## config.mk

```make
export PLATFORM = sky130hd
export DESIGN_NAME = watchdog_downcounter
export DESIGN_NICKNAME = d
export VERILOG_FILES = /design/src/wdt_pkg.sv /design/src/wdt_sync.sv /design/src/watchdog_downcounter.sv
export VERILOG_INCLUDE_DIRS = /design/src
export SDC_FILE = /design/constraint.sdc
export NUM_CORES = 1
export LEC_CHECK = 0
export BUFFER_PORTS_ARGS = -buffer_cell sky130_fd_sc_hd__buf_2
export CAP_MARGIN = 20
export CORE_ASPECT_RATIO = 0.9
export CORE_UTILIZATION = 35
export DETAILED_ROUTE_END_ITERATION = 10
export PLACE_DENSITY = 0.58
export SYNTH_ARGS = -nofsm -noshare
export SYNTH_HDL_FRONTEND = slang
export SYNTH_SLANG_ARGS = --single-unit
```

## constraint.sdc

```tcl
create_clock -name pclk -period 6.6 [get_ports pclk]
set_input_delay 0.33 -clock pclk [delete_from_list [all_inputs] [get_ports pclk]]
set_output_delay 0.33 -clock pclk [all_outputs]
set_load 0.01 [all_outputs]
```

## src/watchdog_regs.svh

```systemverilog
// Register offsets, field positions and reset values of the watchdog downcounter
`ifndef WATCHDOG_REGS_SVH
`define WATCHDOG_REGS_SVH

`define WDT_ADDR_W 12
`define WDT_OFS_UPPER 12'h000
`define WDT_OFS_HIGH 12'h004
`define WDT_OFS_LOW 12'h008
`define WDT_OFS_CTRL 12'h00c
`define WDT_OFS_STATUS 12'h010
`define WDT_OFS_COUNT 12'h014

`define WDT_CTRL_MODE_BIT 0
`define WDT_CTRL_REFRESH_BIT 1
`define WDT_STAT_ON_BIT 0
`define WDT_STAT_IRQ_BIT 1
`define WDT_STAT_EXPIRED_BIT 2

`define WDT_RELOAD_BYTE_RST 8'hff
`define WDT_REFRESH_FLOOR 24'h000002
`define WDT_COUNT_ONE 24'h000001

`endif

```

## src/wdt_pkg.sv

```systemverilog
// Types shared by the watchdog downcounter files
package wdt_pkg;

  typedef enum logic [2:0] {
    ST_OFF     = 3'b001,
    ST_ON      = 3'b010,
    ST_EXPIRED = 3'b100
  } wdt_state_type;

endpackage

```

## src/wdt_sync.sv

```systemverilog
// Two-flop synchroniser for levels arriving from outside the pclk domain
`timescale 1ns/100ps
module wdt_sync #(
  parameter int WIDTH = 1
) (
  // Clock and reset
  input wire logic pclk,
  input wire logic presetn,
  // Asynchronous levels in, synchronised levels out
  input wire logic [WIDTH-1:0] async_in,
  output logic [WIDTH-1:0] sync_out
);

  logic [WIDTH-1:0] stage1_reg;

  // First stage feeds only the second stage
  always_ff @(posedge pclk or negedge presetn) begin
    if (!presetn) begin
      stage1_reg <= '0;
      sync_out <= '0;
    end else begin
      stage1_reg <= async_in;
      sync_out <= stage1_reg;
    end
  end

endmodule

```

## src/watchdog_downcounter.sv

```systemverilog
// 24-bit reloadable watchdog downcounter with APB register access
//
// Overview of operation
// On reaching terminal count the watchdog either requests a device reset or an interrupt.
// The count advances on the dedicated RC oscillator, not on the system clock.
// The watchdog is only on or off, and once on it counts down and never returns to off; the code adds an expired state that holds the count at zero.
// It is enabled by the refresh command or by the always-on option bit.
// With the always-on option bit set it starts counting right after reset.
// The 24-bit reload value is upper, high and low byte concatenated, upper first.
// One count per RC oscillator period, so at 10 kHz the period in ms is reload over ten.
// Once the count has reached 000002H further refreshes are ignored.
// Software never programs a reload value below 000004H.
// An accepted refresh loads the current reload value into the counter.
// Oscillator and option levels pass synchronisers so no count event is lost or doubled.
`timescale 1ns/100ps
`include "watchdog_regs.svh"
module watchdog_downcounter (
  // Clock and reset
  input wire logic pclk,
  input wire logic presetn,
  // APB slave
  input wire logic psel,
  input wire logic penable,
  input wire logic pwrite,
  input wire logic [11:0] paddr,
  input wire logic [31:0] pwdata,
  output logic [31:0] prdata,
  output logic pready,
  output logic pslverr,
  // Oscillator and nonvolatile option
  input wire logic rc_osc_clk,
  input wire logic always_on_option_bit,
  // Time-out responses
  output logic wdt_reset_req,
  output logic wdt_irq_req
);

  ////////////////////////////////////////////////////////////////////////////
  // Registers

  logic [7:0] reload_upper_byte_reg;
  logic [7:0] reload_high_byte_reg;
  logic [7:0] reload_low_byte_reg;
  logic mode_irq_reg;
  logic [23:0] count_reg;
  logic [23:0] count_next;
  wdt_pkg::wdt_state_type state_reg;
  wdt_pkg::wdt_state_type state_next;
  logic irq_reg;
  logic pready_reg;
  logic pslverr_reg;
  logic [31:0] prdata_reg;
  logic rc_prev_reg;
  logic [1:0] sync_level;

  ////////////////////////////////////////////////////////////////////////////
  // Synchronised oscillator and option levels

  // RC clock is sampled as data; it must run well below half of pclk
  wdt_sync #(
    .WIDTH(2)
  ) u_sync (
    .pclk(pclk),
    .presetn(presetn),
    .async_in({always_on_option_bit, rc_osc_clk}),
    .sync_out(sync_level)
  );

  wire rc_level = sync_level[0];
  wire ao_level = sync_level[1];
  wire tick = rc_level & ~rc_prev_reg; // see R2

  ////////////////////////////////////////////////////////////////////////////
  // APB decode

  wire access = psel & penable;
  wire wr_en = access & pwrite & pready_reg;
  wire hit_upper = (paddr == `WDT_OFS_UPPER);
  wire hit_high = (paddr == `WDT_OFS_HIGH);
  wire hit_low = (paddr == `WDT_OFS_LOW);
  wire hit_ctrl = (paddr == `WDT_OFS_CTRL);
  wire hit_status = (paddr == `WDT_OFS_STATUS);
  wire hit_count = (paddr == `WDT_OFS_COUNT);
  wire mapped = hit_upper | hit_high | hit_low | hit_ctrl | hit_status | hit_count;
  wire wr_ok = wr_en & mapped;

  wire refresh_pulse = wr_ok & hit_ctrl & pwdata[`WDT_CTRL_REFRESH_BIT];
  wire irq_clear = wr_ok & hit_status & pwdata[`WDT_STAT_IRQ_BIT];

  wire is_off = (state_reg == wdt_pkg::ST_OFF);
  wire is_on = (state_reg == wdt_pkg::ST_ON);
  wire is_expired = (state_reg == wdt_pkg::ST_EXPIRED);

  wire [31:0] status_word = {29'h0000000, is_expired, irq_reg, is_on};
  wire [31:0] ctrl_word = {31'h00000000, mode_irq_reg};
  wire [31:0] rd_data =
    hit_upper ? {24'h000000, reload_upper_byte_reg} :
    hit_high ? {24'h000000, reload_high_byte_reg} :
    hit_low ? {24'h000000, reload_low_byte_reg} :
    hit_ctrl ? ctrl_word :
    hit_status ? status_word :
    hit_count ? {8'h00, count_reg} : 32'h00000000;

  ////////////////////////////////////////////////////////////////////////////
  // Counter control

  wire [23:0] reload_value = {reload_upper_byte_reg, reload_high_byte_reg,
                              reload_low_byte_reg};
  // Close to expiry a late refresh could race the time-out, so it is dropped
  wire refresh_ok = is_on & refresh_pulse & (count_reg > `WDT_REFRESH_FLOOR);
  // Reaching zero is terminal; a zero reload expires on the next tick
  wire expire = is_on & tick & (count_reg <= `WDT_COUNT_ONE);
  wire enable_now = is_off & (refresh_pulse | ao_level); // see R4

  always_comb begin
    state_next = state_reg;
    count_next = count_reg;
    case (state_reg)
      wdt_pkg::ST_OFF: begin
        if (enable_now) begin
          state_next = wdt_pkg::ST_ON;
          count_next = reload_value;
        end
      end
      wdt_pkg::ST_ON: begin
        if (refresh_ok) begin
          count_next = reload_value;
        end else if (expire) begin
          if (mode_irq_reg) begin
            count_next = reload_value;
          end else begin
            state_next = wdt_pkg::ST_EXPIRED;
            count_next = 24'h000000;
          end
        end else if (tick) begin
          count_next = count_reg - 24'h000001;
        end
      end
      wdt_pkg::ST_EXPIRED: begin
        count_next = 24'h000000;
      end
      default: begin
        state_next = wdt_pkg::ST_OFF;
        count_next = 24'h000000;
      end
    endcase
  end

  // Interrupt request set wins over a simultaneous clear
  wire irq_next = (expire & mode_irq_reg) | (irq_reg & ~irq_clear);

  ////////////////////////////////////////////////////////////////////////////
  // Flip-flops

  always_ff @(posedge pclk or negedge presetn) begin
    if (!presetn) begin
      state_reg <= wdt_pkg::ST_OFF;
      count_reg <= 24'h000000;
      rc_prev_reg <= 1'b0;
      irq_reg <= 1'b0;
      wdt_reset_req <= 1'b0;
    end else begin
      state_reg <= state_next;
      count_reg <= count_next;
      rc_prev_reg <= rc_level;
      irq_reg <= irq_next;
      wdt_reset_req <= (state_next == wdt_pkg::ST_EXPIRED);
    end
  end

  always_ff @(posedge pclk or negedge presetn) begin
    if (!presetn) begin
      reload_upper_byte_reg <= `WDT_RELOAD_BYTE_RST;
      reload_high_byte_reg <= `WDT_RELOAD_BYTE_RST;
      reload_low_byte_reg <= `WDT_RELOAD_BYTE_RST;
      mode_irq_reg <= 1'b0;
    end else begin
      if (wr_ok & hit_upper) reload_upper_byte_reg <= pwdata[7:0];
      if (wr_ok & hit_high) reload_high_byte_reg <= pwdata[7:0];
      if (wr_ok & hit_low) reload_low_byte_reg <= pwdata[7:0];
      if (wr_ok & hit_ctrl) mode_irq_reg <= pwdata[`WDT_CTRL_MODE_BIT];
    end
  end

  // One wait state; read data and error are captured with pready
  always_ff @(posedge pclk or negedge presetn) begin
    if (!presetn) begin
      pready_reg <= 1'b0;
      pslverr_reg <= 1'b0;
      prdata_reg <= 32'h00000000;
    end else begin
      pready_reg <= access & ~pready_reg;
      pslverr_reg <= access & ~pready_reg & ~mapped;
      if (access & ~pready_reg & ~pwrite) prdata_reg <= mapped ? rd_data : 32'h00000000;
    end
  end

  assign pready = pready_reg;
  assign pslverr = pslverr_reg;
  assign prdata = prdata_reg;
  assign wdt_irq_req = irq_reg;
endmodule

```

---- Yosys cells after proc, flatten, opt, wreduce, memory -nomap -nowiden ----
Index checks and enable logic that the tools add are counted.
cells by class
  muxes and demuxes ....................... 18
  eq/ne operators ......................... 11
  reductions and logical operators ........ 2
  bitwise gates (word level) .............. 34
  add/subtract/negate cells ............... 1
  order comparisons ....................... 2
operators with widths
  cell                                                            number
  two-way mux 24 bit                                              12
  one-hot mux 24 bit (2 select lines)                             1
  == test 12 x 4 -> 1 bit, second input constant                  2
  == test 12 x 5 -> 1 bit, second input constant                  2
  greater-than comparator 24 x 2 -> 1 bit, second input constant  1
  <= comparator 24 x 1 -> 1 bit, second input constant            1
  subtractor 24 x 1 -> 24 bit, second input constant              1
  AND 1 bit                                                       22
  == test 12 x 3 -> 1 bit, second input constant                  1
  logical NOT 12 bit                                              1
  two-way mux 3 bit                                               4
  one-hot mux 3 bit (3 select lines)                              1
  OR 1 bit                                                        7
  == test 3 bit, second input constant                            2
  NOT 1 bit                                                       5
  inequality test 4 x 2 -> 1 bit, second input constant           1
  == test 3 x 1 -> 1 bit, second input constant                   1
  == test 3 x 2 -> 1 bit, second input constant                   1
  inequality test 2 x 1 -> 1 bit, second input constant           1
  AND reduction 2 bit                                             1
storage, ports and cells
  register bits after elaboration ......... 93
  output and inout port bits .............. 36
  bits of input ports ..................... 51
  logic and storage cells ................. 82

---- Longest topological paths before layout ----
Gate-level depths: netlist of run 1.
  word-level depth ........................ 14
  gate-level depth with buffers ........... 9
  mapped depth without buffers ............ 8

---- Hierarchy ----
From an unflattened synthesis of run 1, not the netlist that was laid out.
unflattened totals
  cell total of the unflattened synthesis .. 419
  area total of the unflattened synthesis .. 4410.5 µm²
modules (own cells, without submodules)
  module                times used  cells an instance  seq. area each (µm²)  area an instance (µm²)
  watchdog_downcounter  1           415                2058.2                4310.4
  wdt_sync              1           4                  100.1                 100.1

---- Worst setup path after synthesis of run 1 ----
OpenSTA, ideal clock, no wires.
  path kind ............................... reg2reg
  start ................................... register count_reg[22]
  end ..................................... register count_reg[13]
  stages on the path, launching flop included .. 8
  library setup time ...................... 0.126 ns
  buffers on the path ..................... 1
  clock period less this slack ............ 2.576 ns
  data arrival time ....................... 2.450 ns
  data required time ...................... 6.474 ns
  slack ................................... 4.024 ns
  path through ............................ dfrtp_1 > or4_4 > or4_4 > o31ai_4 > or2_1 > buf_6 > nor2_1 > a221o_1
on the way
  word-level cells in the longest chain between the ends .. 5
  elaborated cells on any way between the ends .. 9
  classes of those cells .................. order compare: 2; eq/ne: 1; mux: 3; bitwise: 2; reduce/logical: 1
ends and longest elaborated chain
  element                                         line                         RTL
  start: declaration                              watchdog_downcounter.sv:45   logic [23:0] count_reg;
  start signal: assignment                        watchdog_downcounter.sv:164  count_reg <= count_next;
  <= comparator 24 x 1 -> 1 bit (no source line)  -
  AND 1 bit                                       watchdog_downcounter.sv:112  wire expire = is_on & tick & (count_reg <= `WDT_COUNT_ONE);
  two-way mux 24 bit                              watchdog_downcounter.sv:128  end else if (expire) begin
  two-way mux 24 bit                              watchdog_downcounter.sv:126  if (refresh_ok) begin
  one-hot mux 24 bit (2 select lines)             watchdog_downcounter.sv:118  case (state_reg)
Several ways; a longest one is shown, not always the timed one.
A chain may end at the register's enable or synchronous reset.

---- Worst setup path after layout of run 1 ----
  start ................................... register count_reg[7]
  end ..................................... register count_reg[2]
Same word-level chain as after synthesis.

==> qor.txt, run 1 <==
YOSYS
--------------------------------------------------------------------------------------
Count of flip-flops with a built-in enable after synthesis                           0
Sequential element share of the synthesized area                                 48.7%
Yosys reg bits                                                                      85
Synthesized area per cell                                                     10.2 um2
Post-synthesis instance total                                                      434
Share of flip-flops with an asynchronous set or reset after synthesis             100%
Yosys Warn Count                                                                     0
Total standard cell area after synthesis                                      4430 um2
Distinct cells, synth                                                               56
Leading register cell type out of synthesis                               sky130_fd_sc_hd__dfrtp_1

PLACE
--------------------------------------------------------------------------------------
Weighted congestion at the end of routability-driven global placement            0.819
Cell total after placement                                                         629
Port bufs                                                                           54
DP Worst Slack                                                                 3190 ps
Half-perimeter wire length of the detailed placement result                    8390 um
Post-DP Area                                                                  4810 um2

SETUP PATH
--------------------------------------------------------------------------------------
Required @ worst endpoint                                                      6780 ps
Library cell contributing the largest single delay on the critical path   sky130_fd_sc_hd__or4_1
Worst path arrival time                                                        3650 ps
Highest net fanout along the worst path                                             16
Slack of the worst reg-to-reg path                                             3130 ps
CP Buf/Inv Count                                                                     0
Element type at the critical path end                                             flop
Critical path depth                                                                  6
Reg-to-reg endpoint                                                       count_reg[2]
CP max stage delay                                                              690 ps
R2R cell count                                                                       6
Startpoint types                                                                  flop
Worst flop-to-flop path startpoint                                        count_reg[7]
Type of the worst setup path                                              flop to flop
Critical path startpoint                                                  count_reg[7]
Critical path cell sequence                                               or4_1 -> or4_4 -> o31ai_4 -> nor2_1 -> nand2_1 -> o221ai_1
Capturing instance or port of the critical path                           count_reg[2]
Top cell family by delay on the critical path                             simple AND/OR/NAND/NOR gates

GLOBAL ROUTING
--------------------------------------------------------------------------------------
Pin count of the biggest net entering global routing                                85
Overall fraction of global-route tracks in use                                   19.6%
Total congestion overflow                                                            0
Antenna violations before repair                                                     0
Number of global-route vias before repair                                         3535
Wire length of the first global-routing pass                                  19400 um

MIN PATH
--------------------------------------------------------------------------------------
Worst hold-check path type                                                input port to flop
Launch point of the worst hold path                                       always_on_option_bit

FINISH
--------------------------------------------------------------------------------------
Proportion of layout cells with a drive suffix above 1                           28.5%
Layout-stage area growth over the synthesis result                               16.3%
Diodes inserted                                                                      0
Commonest cells after routing, fill and taps aside                        60 x sky130_fd_sc_hd__dfrtp_1, 53 x sky130_fd_sc_hd__buf_2, 32 x sky130_fd_sc_hd__nand2_1
Filler instances                                                                  1211
Area of all placed cells without fillers                                      5160 um2
Most common cell after layout, fill and taps aside                        sky130_fd_sc_hd__dfrtp_1
Final standard cell count with taps included and fillers excluded                  648
Number of nets at the end of the flow                                              537

CLOCK NETWORK
--------------------------------------------------------------------------------------
TritonCTS sink count                                                                85
Number of levels the H-tree was split into                                           3
Maximum number of buffers from clock root to sink                                    2
CTS root buffer                                                           sky130_fd_sc_hd__clkbuf_16
Reg clk slew, reported paths                                                     60 ps
Number of clock buffers inserted by TritonCTS                                        9
Clock latency of the later-clocked register in the worst-skew pair              340 ps
Count of cells resized by post-cts repair                                            0
TritonCTS clock tree                                                               yes

FLOORPLAN
--------------------------------------------------------------------------------------
Die outline area                                                             13100 um2
Starting Density                                                                 36.3%
Standard-cell row count                                                             38
I/O pin total                                                                       87
Die Wd                                                                          121 um
Y dimension of the die                                                          109 um
CORE AREA                                                                    12200 um2

STA
--------------------------------------------------------------------------------------
Hold Vio Cnt, Final                                                                  0
Max Clock Skew                                                                 6.71 ps
Final Cycle Share                                                                52.5%
Setup repair after global routing missed its margin                              false
Slew @ Worst Pin                                                               1050 ps
Final worst setup slack                                                        3130 ps
FMAX                                                                           288 MHz
Final setup violating endpoints                                                      0
Setup TNS after final layout                                                      0 ps
Time the final worst path needs with I/O delays and setup                      3470 ps
Max-Slew Margin vs Limit                                                         29.8%
Final Max Tran Viols                                                                 0

ROUTING
--------------------------------------------------------------------------------------
Routed vias/inst                                                                  5.69
Initial detailed-routing violation count                                           225
Detailed-route DRC error count                                                       0
Number of iterations in the first detailed-routing pass                              4
Via count                                                                         3686
Total Wirelength                                                              12100 um
Remaining number of nets flagged by the antenna check after routing                  0
Average wire per standard cell                                                 18.6 um

PWR
--------------------------------------------------------------------------------------
Worst vdd rail ir drop                                                          171 uV
PD cells                                                                    313 nW/um2
Leakage power of the design                                                    2.21 nW

JOB
--------------------------------------------------------------------------------------
Max-cap violation count                                                              0

RUN STATUS
--------------------------------------------------------------------------------------
Run status                                                                complete, no violations

[timing repair]
item | CTS | global route
endpoints found under the setup margin | 0 | 0
endpoints found under the hold margin | 1 | 0
hold buffers | 1 | 0
setup buffers | 0 | 0
[cells by family after synthesis]
| group | synth area share, % |
|---|---|
| mux | 7.45 |
| compound gates | 19.0 |
| flops | 48.7 |
| other cells | 0.0846 |
| buf+inv | 4.88 |
| xor+xnor | 0.198 |
| simple gates | 18.9 |
| fa+ha+maj | 0.847 |
[per-stage QoR]
stage | util, % | hold slack (ps) | power, mW
4_1_cts | 41.9 | 76.2 | 1.62
3_5_place_dp | 39.4 | 112 | 1.11
2_1_floorplan | - | 34.4 | 0.984
6_report | 42.2 | 91.0 | 1.61
5_1_grt | 42.2 | 80.1 | 1.70
3_3_place_gp | 39.4 | 115 | 1.10
[metal layers]
metal	up-vias	routed length (um)	global-route usage, %
met5	-	0	0
li1	1721	-	-
met1	1838	5900	28.0
met4	0	119	5.91
met2	114	5350	29.0
met3	13	710	5.13
[report_power, final]
group | switching [mW] | total (mW) | internal [mW]
Clock | 0.197 | 0.493 | 0.296
Sequential | 0.0523 | 0.612 | 0.560
Combinational | 0.338 | 0.508 | 0.170
[worst min path at each step]
| stage | slack (ps) | endpoint | cells past startpoint |
|---|---|---|---|
| final | 90 | u_sync.stage1_reg[1] | 1 |
| after global placement | 110 | prdata[8] | 1 |
| after CTS | 80 | u_sync.stage1_reg[1] | 1 |
| after floorplan | 30 | count_reg[0] | 0 |
| after detailed placement | 110 | prdata[8] | 1 |
| after global routing | 80 | u_sync.stage1_reg[1] | 1 |
[cell type report]
type                    instances  area, um2  area share [%]
clock inverters                 1       5.00          0.0971
flip-flops and latches         85       2160            41.9
well taps                     160        200            3.88
clock buffers                  15        288            5.58
inverters                      15       56.3            1.09
repair buffers                 62        359            6.96
multi-input cells             310       2090            40.5
[synth_stat cells, types with 7 or more instances]
master                     number  share of area (%)
sky130_fd_sc_hd__o221ai_1      12                2.4
sky130_fd_sc_hd__buf_4          8                1.4
sky130_fd_sc_hd__nor3_1        25                2.8
sky130_fd_sc_hd__mux2_2        22                5.6
sky130_fd_sc_hd__a22o_1        16                3.2
sky130_fd_sc_hd__inv_1         15                1.3
sky130_fd_sc_hd__dfrtp_1       60                 34
sky130_fd_sc_hd__nor2_1        27                2.3
sky130_fd_sc_hd__clkbuf_1      15                1.3
sky130_fd_sc_hd__nand2_1       32                2.7
sky130_fd_sc_hd__nor4_1         9                1.3
sky130_fd_sc_hd__a21oi_1       10                1.1
sky130_fd_sc_hd__or3_1          9                1.3
sky130_fd_sc_hd__o21ai_0       31                3.5
sky130_fd_sc_hd__nand3_1        9                1.0
sky130_fd_sc_hd__or4_1          7                1.2
sky130_fd_sc_hd__dfstp_2       25                 15
(Power assumes the default switching activity.)
==> inputs of run 2 (changes only) <==
==> constraint.sdc (replaced) <==
create_clock -name pclk -period 3.5 [get_ports pclk]
set_input_delay 0.175 -clock pclk [delete_from_list [all_inputs] [get_ports pclk]]
set_output_delay 0.175 -clock pclk [all_outputs]
set_load 0.01 [all_outputs]
==> run 2 against run 1 <==
  * Count of clock-buffer cells in the layout shrank 3
  * Utilization grew 0.68 points
  * Power grew 99%
  * Register-to-register slack lost 2700 ps
  * Non-clock buffer count grew 4
  * Die area is the same
  * Routed wire length shrank 1.2%
  * Maximum frequency grew 14%
  * First-iteration DRC count grew 21%
  * Setup slack lost 2700 ps
==> qor.txt, run 2 (synthesis results as in run 1) <==
RUN STATUS
--------------------------------------------------------------------------------------
Run status                                                                complete, no violations   unchanged

STA
--------------------------------------------------------------------------------------
Max-Slew Margin vs Limit                                                         36.1%   was 29.8%
Final Max Tran Viols                                                                 0   unchanged
Final Cycle Share                                                                86.6%   was 52.5%
Setup repair after global routing missed its margin                              false   unchanged
Hold Vio Cnt, Final                                                                  0   unchanged
Time the final worst path needs with I/O delays and setup                      3030 ps   was 3470 ps
Final worst setup slack                                                         471 ps   was 3130 ps
Hold slack                                                                     67.1 ps   was 91.0 ps
FMAX                                                                           330 MHz   was 288 MHz
Slew @ Worst Pin                                                                959 ps   was 1050 ps
Max Clock Skew                                                                 7.99 ps   was 6.71 ps
Setup TNS after final layout                                                      0 ps   unchanged
Final setup violating endpoints                                                      0   unchanged

GLOBAL ROUTING
--------------------------------------------------------------------------------------
Wire length of the first global-routing pass                                  19300 um   was 19400 um
Number of global-route vias before repair                                         3540   was 3535
Total congestion overflow                                                            0   unchanged
Overall fraction of global-route tracks in use                                   19.4%   was 19.6%
Antenna violations before repair                                                     0   unchanged
Pin count of the biggest net entering global routing                                86   was 85

PLACE
--------------------------------------------------------------------------------------
Half-perimeter wire length of the detailed placement result                    8330 um   was 8390 um
DP Worst Slack                                                                  516 ps   was 3190 ps
Cell total after placement                                                         632   was 629
Weighted congestion at the end of routability-driven global placement            0.856   was 0.819
Port bufs                                                                           54   unchanged

SETUP PATH
--------------------------------------------------------------------------------------
R2R cell count                                                                       6   unchanged
Reg-to-reg endpoint                                                       count_reg[13]   was count_reg[2]
Capturing instance or port of the critical path                           count_reg[13]   was count_reg[2]
Type of the worst setup path                                              flop to flop   unchanged
Worst path arrival time                                                        3250 ps   was 3650 ps
Required @ worst endpoint                                                      3720 ps   was 6780 ps
Library cell contributing the largest single delay on the critical path   sky130_fd_sc_hd__or4_1   unchanged
Element type at the critical path end                                             flop   unchanged
Critical path cell sequence                                               or4_1 -> or4_4 -> o31ai_4 -> or2_1 -> nor2_1 -> a221o_1   was or4_1 -> or4_4 -> o31ai_4 -> nor2_1 -> nand2_1 -> o221ai_1
Slack of the worst reg-to-reg path                                              470 ps   was 3130 ps
CP max stage delay                                                              690 ps   about the same
Highest net fanout along the worst path                                             12   was 16
Startpoint types                                                                  flop   unchanged
Critical path startpoint                                                  count_reg[7]   unchanged
Worst flop-to-flop path startpoint                                        count_reg[7]   unchanged

FINISH
--------------------------------------------------------------------------------------
Most common cell after layout, fill and taps aside                        sky130_fd_sc_hd__dfrtp_1   unchanged
Number of nets at the end of the flow                                              541   was 537
Commonest cells after routing, fill and taps aside                        60 x sky130_fd_sc_hd__dfrtp_1, 53 x sky130_fd_sc_hd__buf_2, 32 x sky130_fd_sc_hd__nand2_1   unchanged
Proportion of layout cells with a drive suffix above 1                           28.9%   was 28.5%
Core Util, Final                                                                 42.9%   was 42.2%
Layout-stage area growth over the synthesis result                               18.2%   was 16.3%
Diodes inserted                                                                      0   unchanged
Final standard cell count with taps included and fillers excluded                  652   was 648

ROUTING
--------------------------------------------------------------------------------------
Via count                                                                         3703   was 3686
Initial detailed-routing violation count                                           273   was 225
Total Wirelength                                                              11900 um   was 12100 um
Number of iterations in the first detailed-routing pass                              5   was 4
Routed vias/inst                                                                  5.68   was 5.69
Remaining number of nets flagged by the antenna check after routing                  0   unchanged
Average wire per standard cell                                                 18.3 um   was 18.6 um
Detailed-route DRC error count                                                       0   unchanged

CLOCK NETWORK
--------------------------------------------------------------------------------------
Number of levels the H-tree was split into                                           3   unchanged
# hold bufs at CTS                                                                   2   was 1
TritonCTS sink count                                                                85   unchanged
Maximum number of buffers from clock root to sink                                    2   unchanged
Clock latency of the later-clocked register in the worst-skew pair              350 ps   was 340 ps
Post-CTS Setup Repair Bufs                                                           0   unchanged
Reg clk slew, reported paths                                                     60 ps   about the same
CTS root buffer                                                           sky130_fd_sc_hd__clkbuf_16   unchanged
Count of cells resized by post-cts repair                                            0   unchanged
TritonCTS clock tree                                                               yes   unchanged
Number of clock buffers inserted by TritonCTS                                        9   unchanged

PWR
--------------------------------------------------------------------------------------
Leakage power of the design                                                    2.25 nW   was 2.21 nW
PD cells                                                                    614 nW/um2   was 313 nW/um2
Worst vdd rail ir drop                                                          272 uV   was 171 uV

MIN PATH
--------------------------------------------------------------------------------------
Worst hold-check path type                                                input port to flop   unchanged

FLOORPLAN
--------------------------------------------------------------------------------------
Die Wd                                                                          121 um   unchanged
Y dimension of the die                                                          109 um   unchanged
Starting Density                                                                 36.3%   unchanged
Die outline area                                                             13100 um2   unchanged
CORE AREA                                                                    12200 um2   unchanged
I/O pin total                                                                       87   unchanged
Standard-cell row count                                                             38   unchanged

JOB
--------------------------------------------------------------------------------------
Max-cap violation count                                                              0   unchanged

==> run 2: layout make-up <==
class | instances | area (um2)
timing repair buffer | 66 | 390
clock inverter | 4 | 76.3
inverter | 15 | 56.3
sequential | 85 | 2160
multi-input combinational | 310 | 2090
tap | 160 | 200
clock buffer | 12 | 268
fill | 1201 | 6980
==> run 2: how the worst min path moves through the flow <==
stage	depth (start not counted)	end	slack, ps	start
after global placement	1	u_sync.stage1_reg[1]	280	always_on_option_bit
after global routing	3	reload_low_byte_reg[6]	90	pwdata[6]
after CTS	3	reload_low_byte_reg[6]	60	pwdata[6]
after floorplan	0	count_reg[0]	-120	presetn
final	3	reload_low_byte_reg[6]	70	pwdata[6]
after detailed placement	1	u_sync.stage1_reg[1]	280	always_on_option_bit
==> run 2: metrics by stage <==
step                      total power [mW]  area [um2]
final                                 3.22        5240
after CTS                             3.22        5200
after detailed placement              2.12        4840
after global routing                  3.38        5240
after global placement                2.11        4840
after floorplan                       1.86        4460
==> run 2: power by group <==
| part | switching (mW) | internal [mW] | total (mW) |
|---|---|---|---|
| sequential | 0.0982 | 1.06 | 1.15 |
| clock | 0.389 | 0.691 | 1.08 |
| combinational | 0.644 | 0.340 | 0.983 |
==> run 2: layer usage <==
layer  part of all wire [%]  global-route usage (%)
met1                     47                    27.6
met2                     43                    29.0
met3                    7.6                    4.45
met4                    1.6                    6.79
met5                      0                       0
==> run 2: critical path: cells and delay by family, from the launching register on <==
kind	cells	cell delay, ps
AND/OR/NAND/NOR	4	1760
AO/OA/AOI/OAI	2	710
flip-flops	1	430
==> inputs of run 3 (changes only) <==
--- a/config.mk
+++ b/config.mk
@@ -6,12 +6,12 @@
 export SDC_FILE = /design/constraint.sdc
 export NUM_CORES = 1
 export LEC_CHECK = 0
-export BUFFER_PORTS_ARGS = -buffer_cell sky130_fd_sc_hd__buf_2
 export CAP_MARGIN = 20
 export CORE_ASPECT_RATIO = 0.9
 export CORE_UTILIZATION = 35
 export DETAILED_ROUTE_END_ITERATION = 10
-export PLACE_DENSITY = 0.58
+export DONT_BUFFER_PORTS = 1
+export PLACE_DENSITY = 0.52
 export SYNTH_ARGS = -nofsm -noshare
 export SYNTH_HDL_FRONTEND = slang
 export SYNTH_SLANG_ARGS = --single-unit
==> run 3 against run 2 <==
  * Cell count decreased by 6.4%
  * Utilization decreased by 1.7 points
  * Routed wire length decreased by 0.37%
  * Via count decreased by 4.8%
  * Setup slack got worse by 97 ps
  * First-iteration DRC count increased by 3.7%
  * Worst hold slack got worse by 17 ps
  * Count of clock-buffer cells in the layout decreased by 1
  * Clock skew decreased by 5.1 ps
  * Flip-flop and latch count unchanged
  * Sequential share of layout area increased by 1.7 points
  * Critical path type unchanged
  * Largest power group unchanged
  * Highest routed layer unchanged
==> qor.txt, run 3 (synthesis results as in run 1) <==
SETUP PATH
------------------------------------------------------------------------------------
Slack of the worst reg-to-reg path                                            370 ps   was 470 ps
Startpoint types                                                                flop   unchanged
Reg-to-reg endpoint                                                     count_reg[13]   unchanged
Element type at the critical path end                                           flop   unchanged
Worst flop-to-flop path startpoint                                      count_reg[7]   unchanged
Highest net fanout along the worst path                                           12   unchanged
R2R cell count                                                                     6   unchanged
Worst path arrival time                                                      3350 ps   was 3250 ps
Required @ worst endpoint                                                    3730 ps   was 3720 ps
Type of the worst setup path                                            flop to flop   unchanged

MIN PATH
------------------------------------------------------------------------------------
Number of cells on the worst hold path                                             3   unchanged
Hold endpoint                                                            wdt_irq_req   was reload_low_byte_reg[6]
Worst hold-check path type                                              input port to flop   unchanged
Launch point of the worst hold path                                        pwdata[1]   was pwdata[6]

CLOCK NETWORK
------------------------------------------------------------------------------------
Number of clock buffers inserted by TritonCTS                                      9   unchanged
Reg clk slew, reported paths                                                   60 ps   about the same
TritonCTS sink count                                                              85   unchanged
CTS root buffer                                                         sky130_fd_sc_hd__clkbuf_16   unchanged
TritonCTS clock tree                                                             yes   unchanged
Number of levels the H-tree was split into                                         3   unchanged
Clock latency of the later-clocked register in the worst-skew pair            340 ps   was 350 ps
Maximum number of buffers from clock root to sink                                  2   unchanged

PLACE
------------------------------------------------------------------------------------
Port bufs                                                                          0   was 54
Post-DP Area                                                                4580 um2   was 4840 um2
Cell total after placement                                                       580   was 632
Half-perimeter wire length of the detailed placement result                  8350 um   was 8330 um
Weighted congestion at the end of routability-driven global placement          0.848   was 0.856

RUN STATUS
------------------------------------------------------------------------------------
Run status                                                              complete, no violations   unchanged

STA
------------------------------------------------------------------------------------
Setup TNS after final layout                                                    0 ps   unchanged
Final Max Tran Viols                                                               0   unchanged
Final setup violating endpoints                                                    0   unchanged
Slew @ Worst Pin                                                              998 ps   was 959 ps
Hold slack                                                                   50.2 ps   was 67.1 ps
Final Cycle Share                                                              89.3%   was 86.6%
Time the final worst path needs with I/O delays and setup                    3130 ps   was 3030 ps
Max-Slew Margin vs Limit                                                       33.5%   was 36.1%
Max Clock Skew                                                               2.87 ps   was 7.99 ps
FMAX                                                                         320 MHz   was 330 MHz
Setup repair after global routing missed its margin                            false   unchanged
Hold Vio Cnt, Final                                                                0   unchanged

FLOORPLAN
------------------------------------------------------------------------------------
CORE AREA                                                                  12200 um2   unchanged
Standard-cell row count                                                           38   unchanged
Y dimension of the die                                                        109 um   unchanged
Starting Density                                                               36.3%   unchanged
I/O pin total                                                                     87   unchanged
Die Wd                                                                        121 um   unchanged
Die outline area                                                           13100 um2   unchanged

ROUTING
------------------------------------------------------------------------------------
Number of iterations in the first detailed-routing pass                            5   unchanged
Remaining number of nets flagged by the antenna check after routing                0   unchanged
Via count                                                                       3526   was 3703
Total Wirelength                                                            11900 um   about the same
Routed vias/inst                                                                5.78   was 5.68
Detailed-route DRC error count                                                     0   unchanged
Average wire per standard cell                                               19.5 um   was 18.3 um
Initial detailed-routing violation count                                         283   was 273

JOB
------------------------------------------------------------------------------------
Max-cap violation count                                                            0   unchanged

GLOBAL ROUTING
------------------------------------------------------------------------------------
Total congestion overflow                                                          0   unchanged
Overall fraction of global-route tracks in use                                 19.9%   was 19.4%
Wire length of the first global-routing pass                                19700 um   was 19300 um
Pin count of the biggest net entering global routing                              86   unchanged
Antenna violations before repair                                                   0   unchanged
Number of global-route vias before repair                                       3596   was 3540

FINISH
------------------------------------------------------------------------------------
Area of all placed cells without fillers                                    5030 um2   was 5240 um2
Commonest cells after routing, fill and taps aside                      60 x sky130_fd_sc_hd__dfrtp_1, 32 x sky130_fd_sc_hd__nand2_1, 31 x sky130_fd_sc_hd__o21ai_0   was 60 x sky130_fd_sc_hd__dfrtp_1, 53 x sky130_fd_sc_hd__buf_2, 32 x sky130_fd_sc_hd__nand2_1
Layout-stage area growth over the synthesis result                             13.5%   was 18.2%
Final standard cell count with taps included and fillers excluded                610   was 652
Proportion of layout cells with a drive suffix above 1                         20.2%   was 28.9%
Number of nets at the end of the flow                                            499   was 541
Most common cell after layout, fill and taps aside                      sky130_fd_sc_hd__dfrtp_1   unchanged
Diodes inserted                                                                    0   unchanged

PWR
------------------------------------------------------------------------------------
Leakage power of the design                                                  2.02 nW   was 2.25 nW
Worst vdd rail ir drop                                                        280 uV   was 272 uV
PD cells                                                                  609 nW/um2   was 614 nW/um2
Total Power Consumption                                                      3.07 mW   was 3.22 mW

[run 3: cell types whose count changed in the layout (fill, tap and decap cells not counted)]
| cell | change |
|---|---|
| sky130_fd_sc_hd__buf_2 | -53 |
| sky130_fd_sc_hd__buf_4 | +1 |
| sky130_fd_sc_hd__bufinv_16 | -2 |
| sky130_fd_sc_hd__clkbuf_1 | -1 |
| sky130_fd_sc_hd__clkinv_2 | +3 |
| sky130_fd_sc_hd__clkinv_4 | +2 |
| sky130_fd_sc_hd__clkinvlp_4 | -1 |
| sky130_fd_sc_hd__dlygate4sd3_1 | +10 |
| sky130_fd_sc_hd__inv_6 | -1 |
[run 3: critical path: stages (launching register included)]
cell and delay [ps]:
sky130_fd_sc_hd__dfrtp_1 430, sky130_fd_sc_hd__or4_1 680, sky130_fd_sc_hd__or4_4 500, sky130_fd_sc_hd__o31ai_4 440
sky130_fd_sc_hd__or2_1 450, sky130_fd_sc_hd__nor2_1 150, sky130_fd_sc_hd__a221o_1 350
[run 3: repair_timing]
item | CTS | global route
setup endpoints to repair | 0 | 0
setup buffers | 0 | 0
gates resized for setup | 0 | 0
hold buffers | 14 | 0
endpoints found under the hold margin | 114 | 0
[run 3: metal layers]
metal | global-route usage (%) | vias up | routed length, um
li1 | - | 1649 | -
met1 | 28.3 | 1728 | 5590
met2 | 28.9 | 134 | 5160
met3 | 5.39 | 15 | 980
met4 | 7.23 | 0 | 161
met5 | 0 | - | 0
[run 3: worst max-delay path by stage]
stage | startpoint | end | slack, ps | cells past startpoint
global route | count_reg[7] | count_reg[7] | 190 | 6
CTS | count_reg[7] | count_reg[13] | 410 | 6
global placement | count_reg[7] | count_reg[13] | 400 | 6
finish | count_reg[7] | count_reg[13] | 370 | 6
detailed placement | count_reg[7] | count_reg[13] | 420 | 6
floorplan | count_reg[22] | count_reg[13] | 920 | 7
[run 3: final cells by class]
class	count	area (um2)
Clock buffer	11	264
Clock inverter	5	32.5
Fill cell	1196	7190
Inverter	15	56.3
Multi-Input combinational cell	310	2090
Sequential cell	85	2160
Tap cell	160	200
Timing Repair Buffer	24	233
[run 3: metrics by stage]
stage	utilization (%)	worst slack, ps
after global placement	37.5	396
after detailed placement	37.5	424
after floorplan	-	924
final	41.2	373
after global routing	41.2	195
after CTS	41.2	412
[run 3: report_power, final]
part | switching, mW | internal (mW)
registers | 0.0977 | 1.06
logic | 0.626 | 0.349
clock network | 0.397 | 0.542
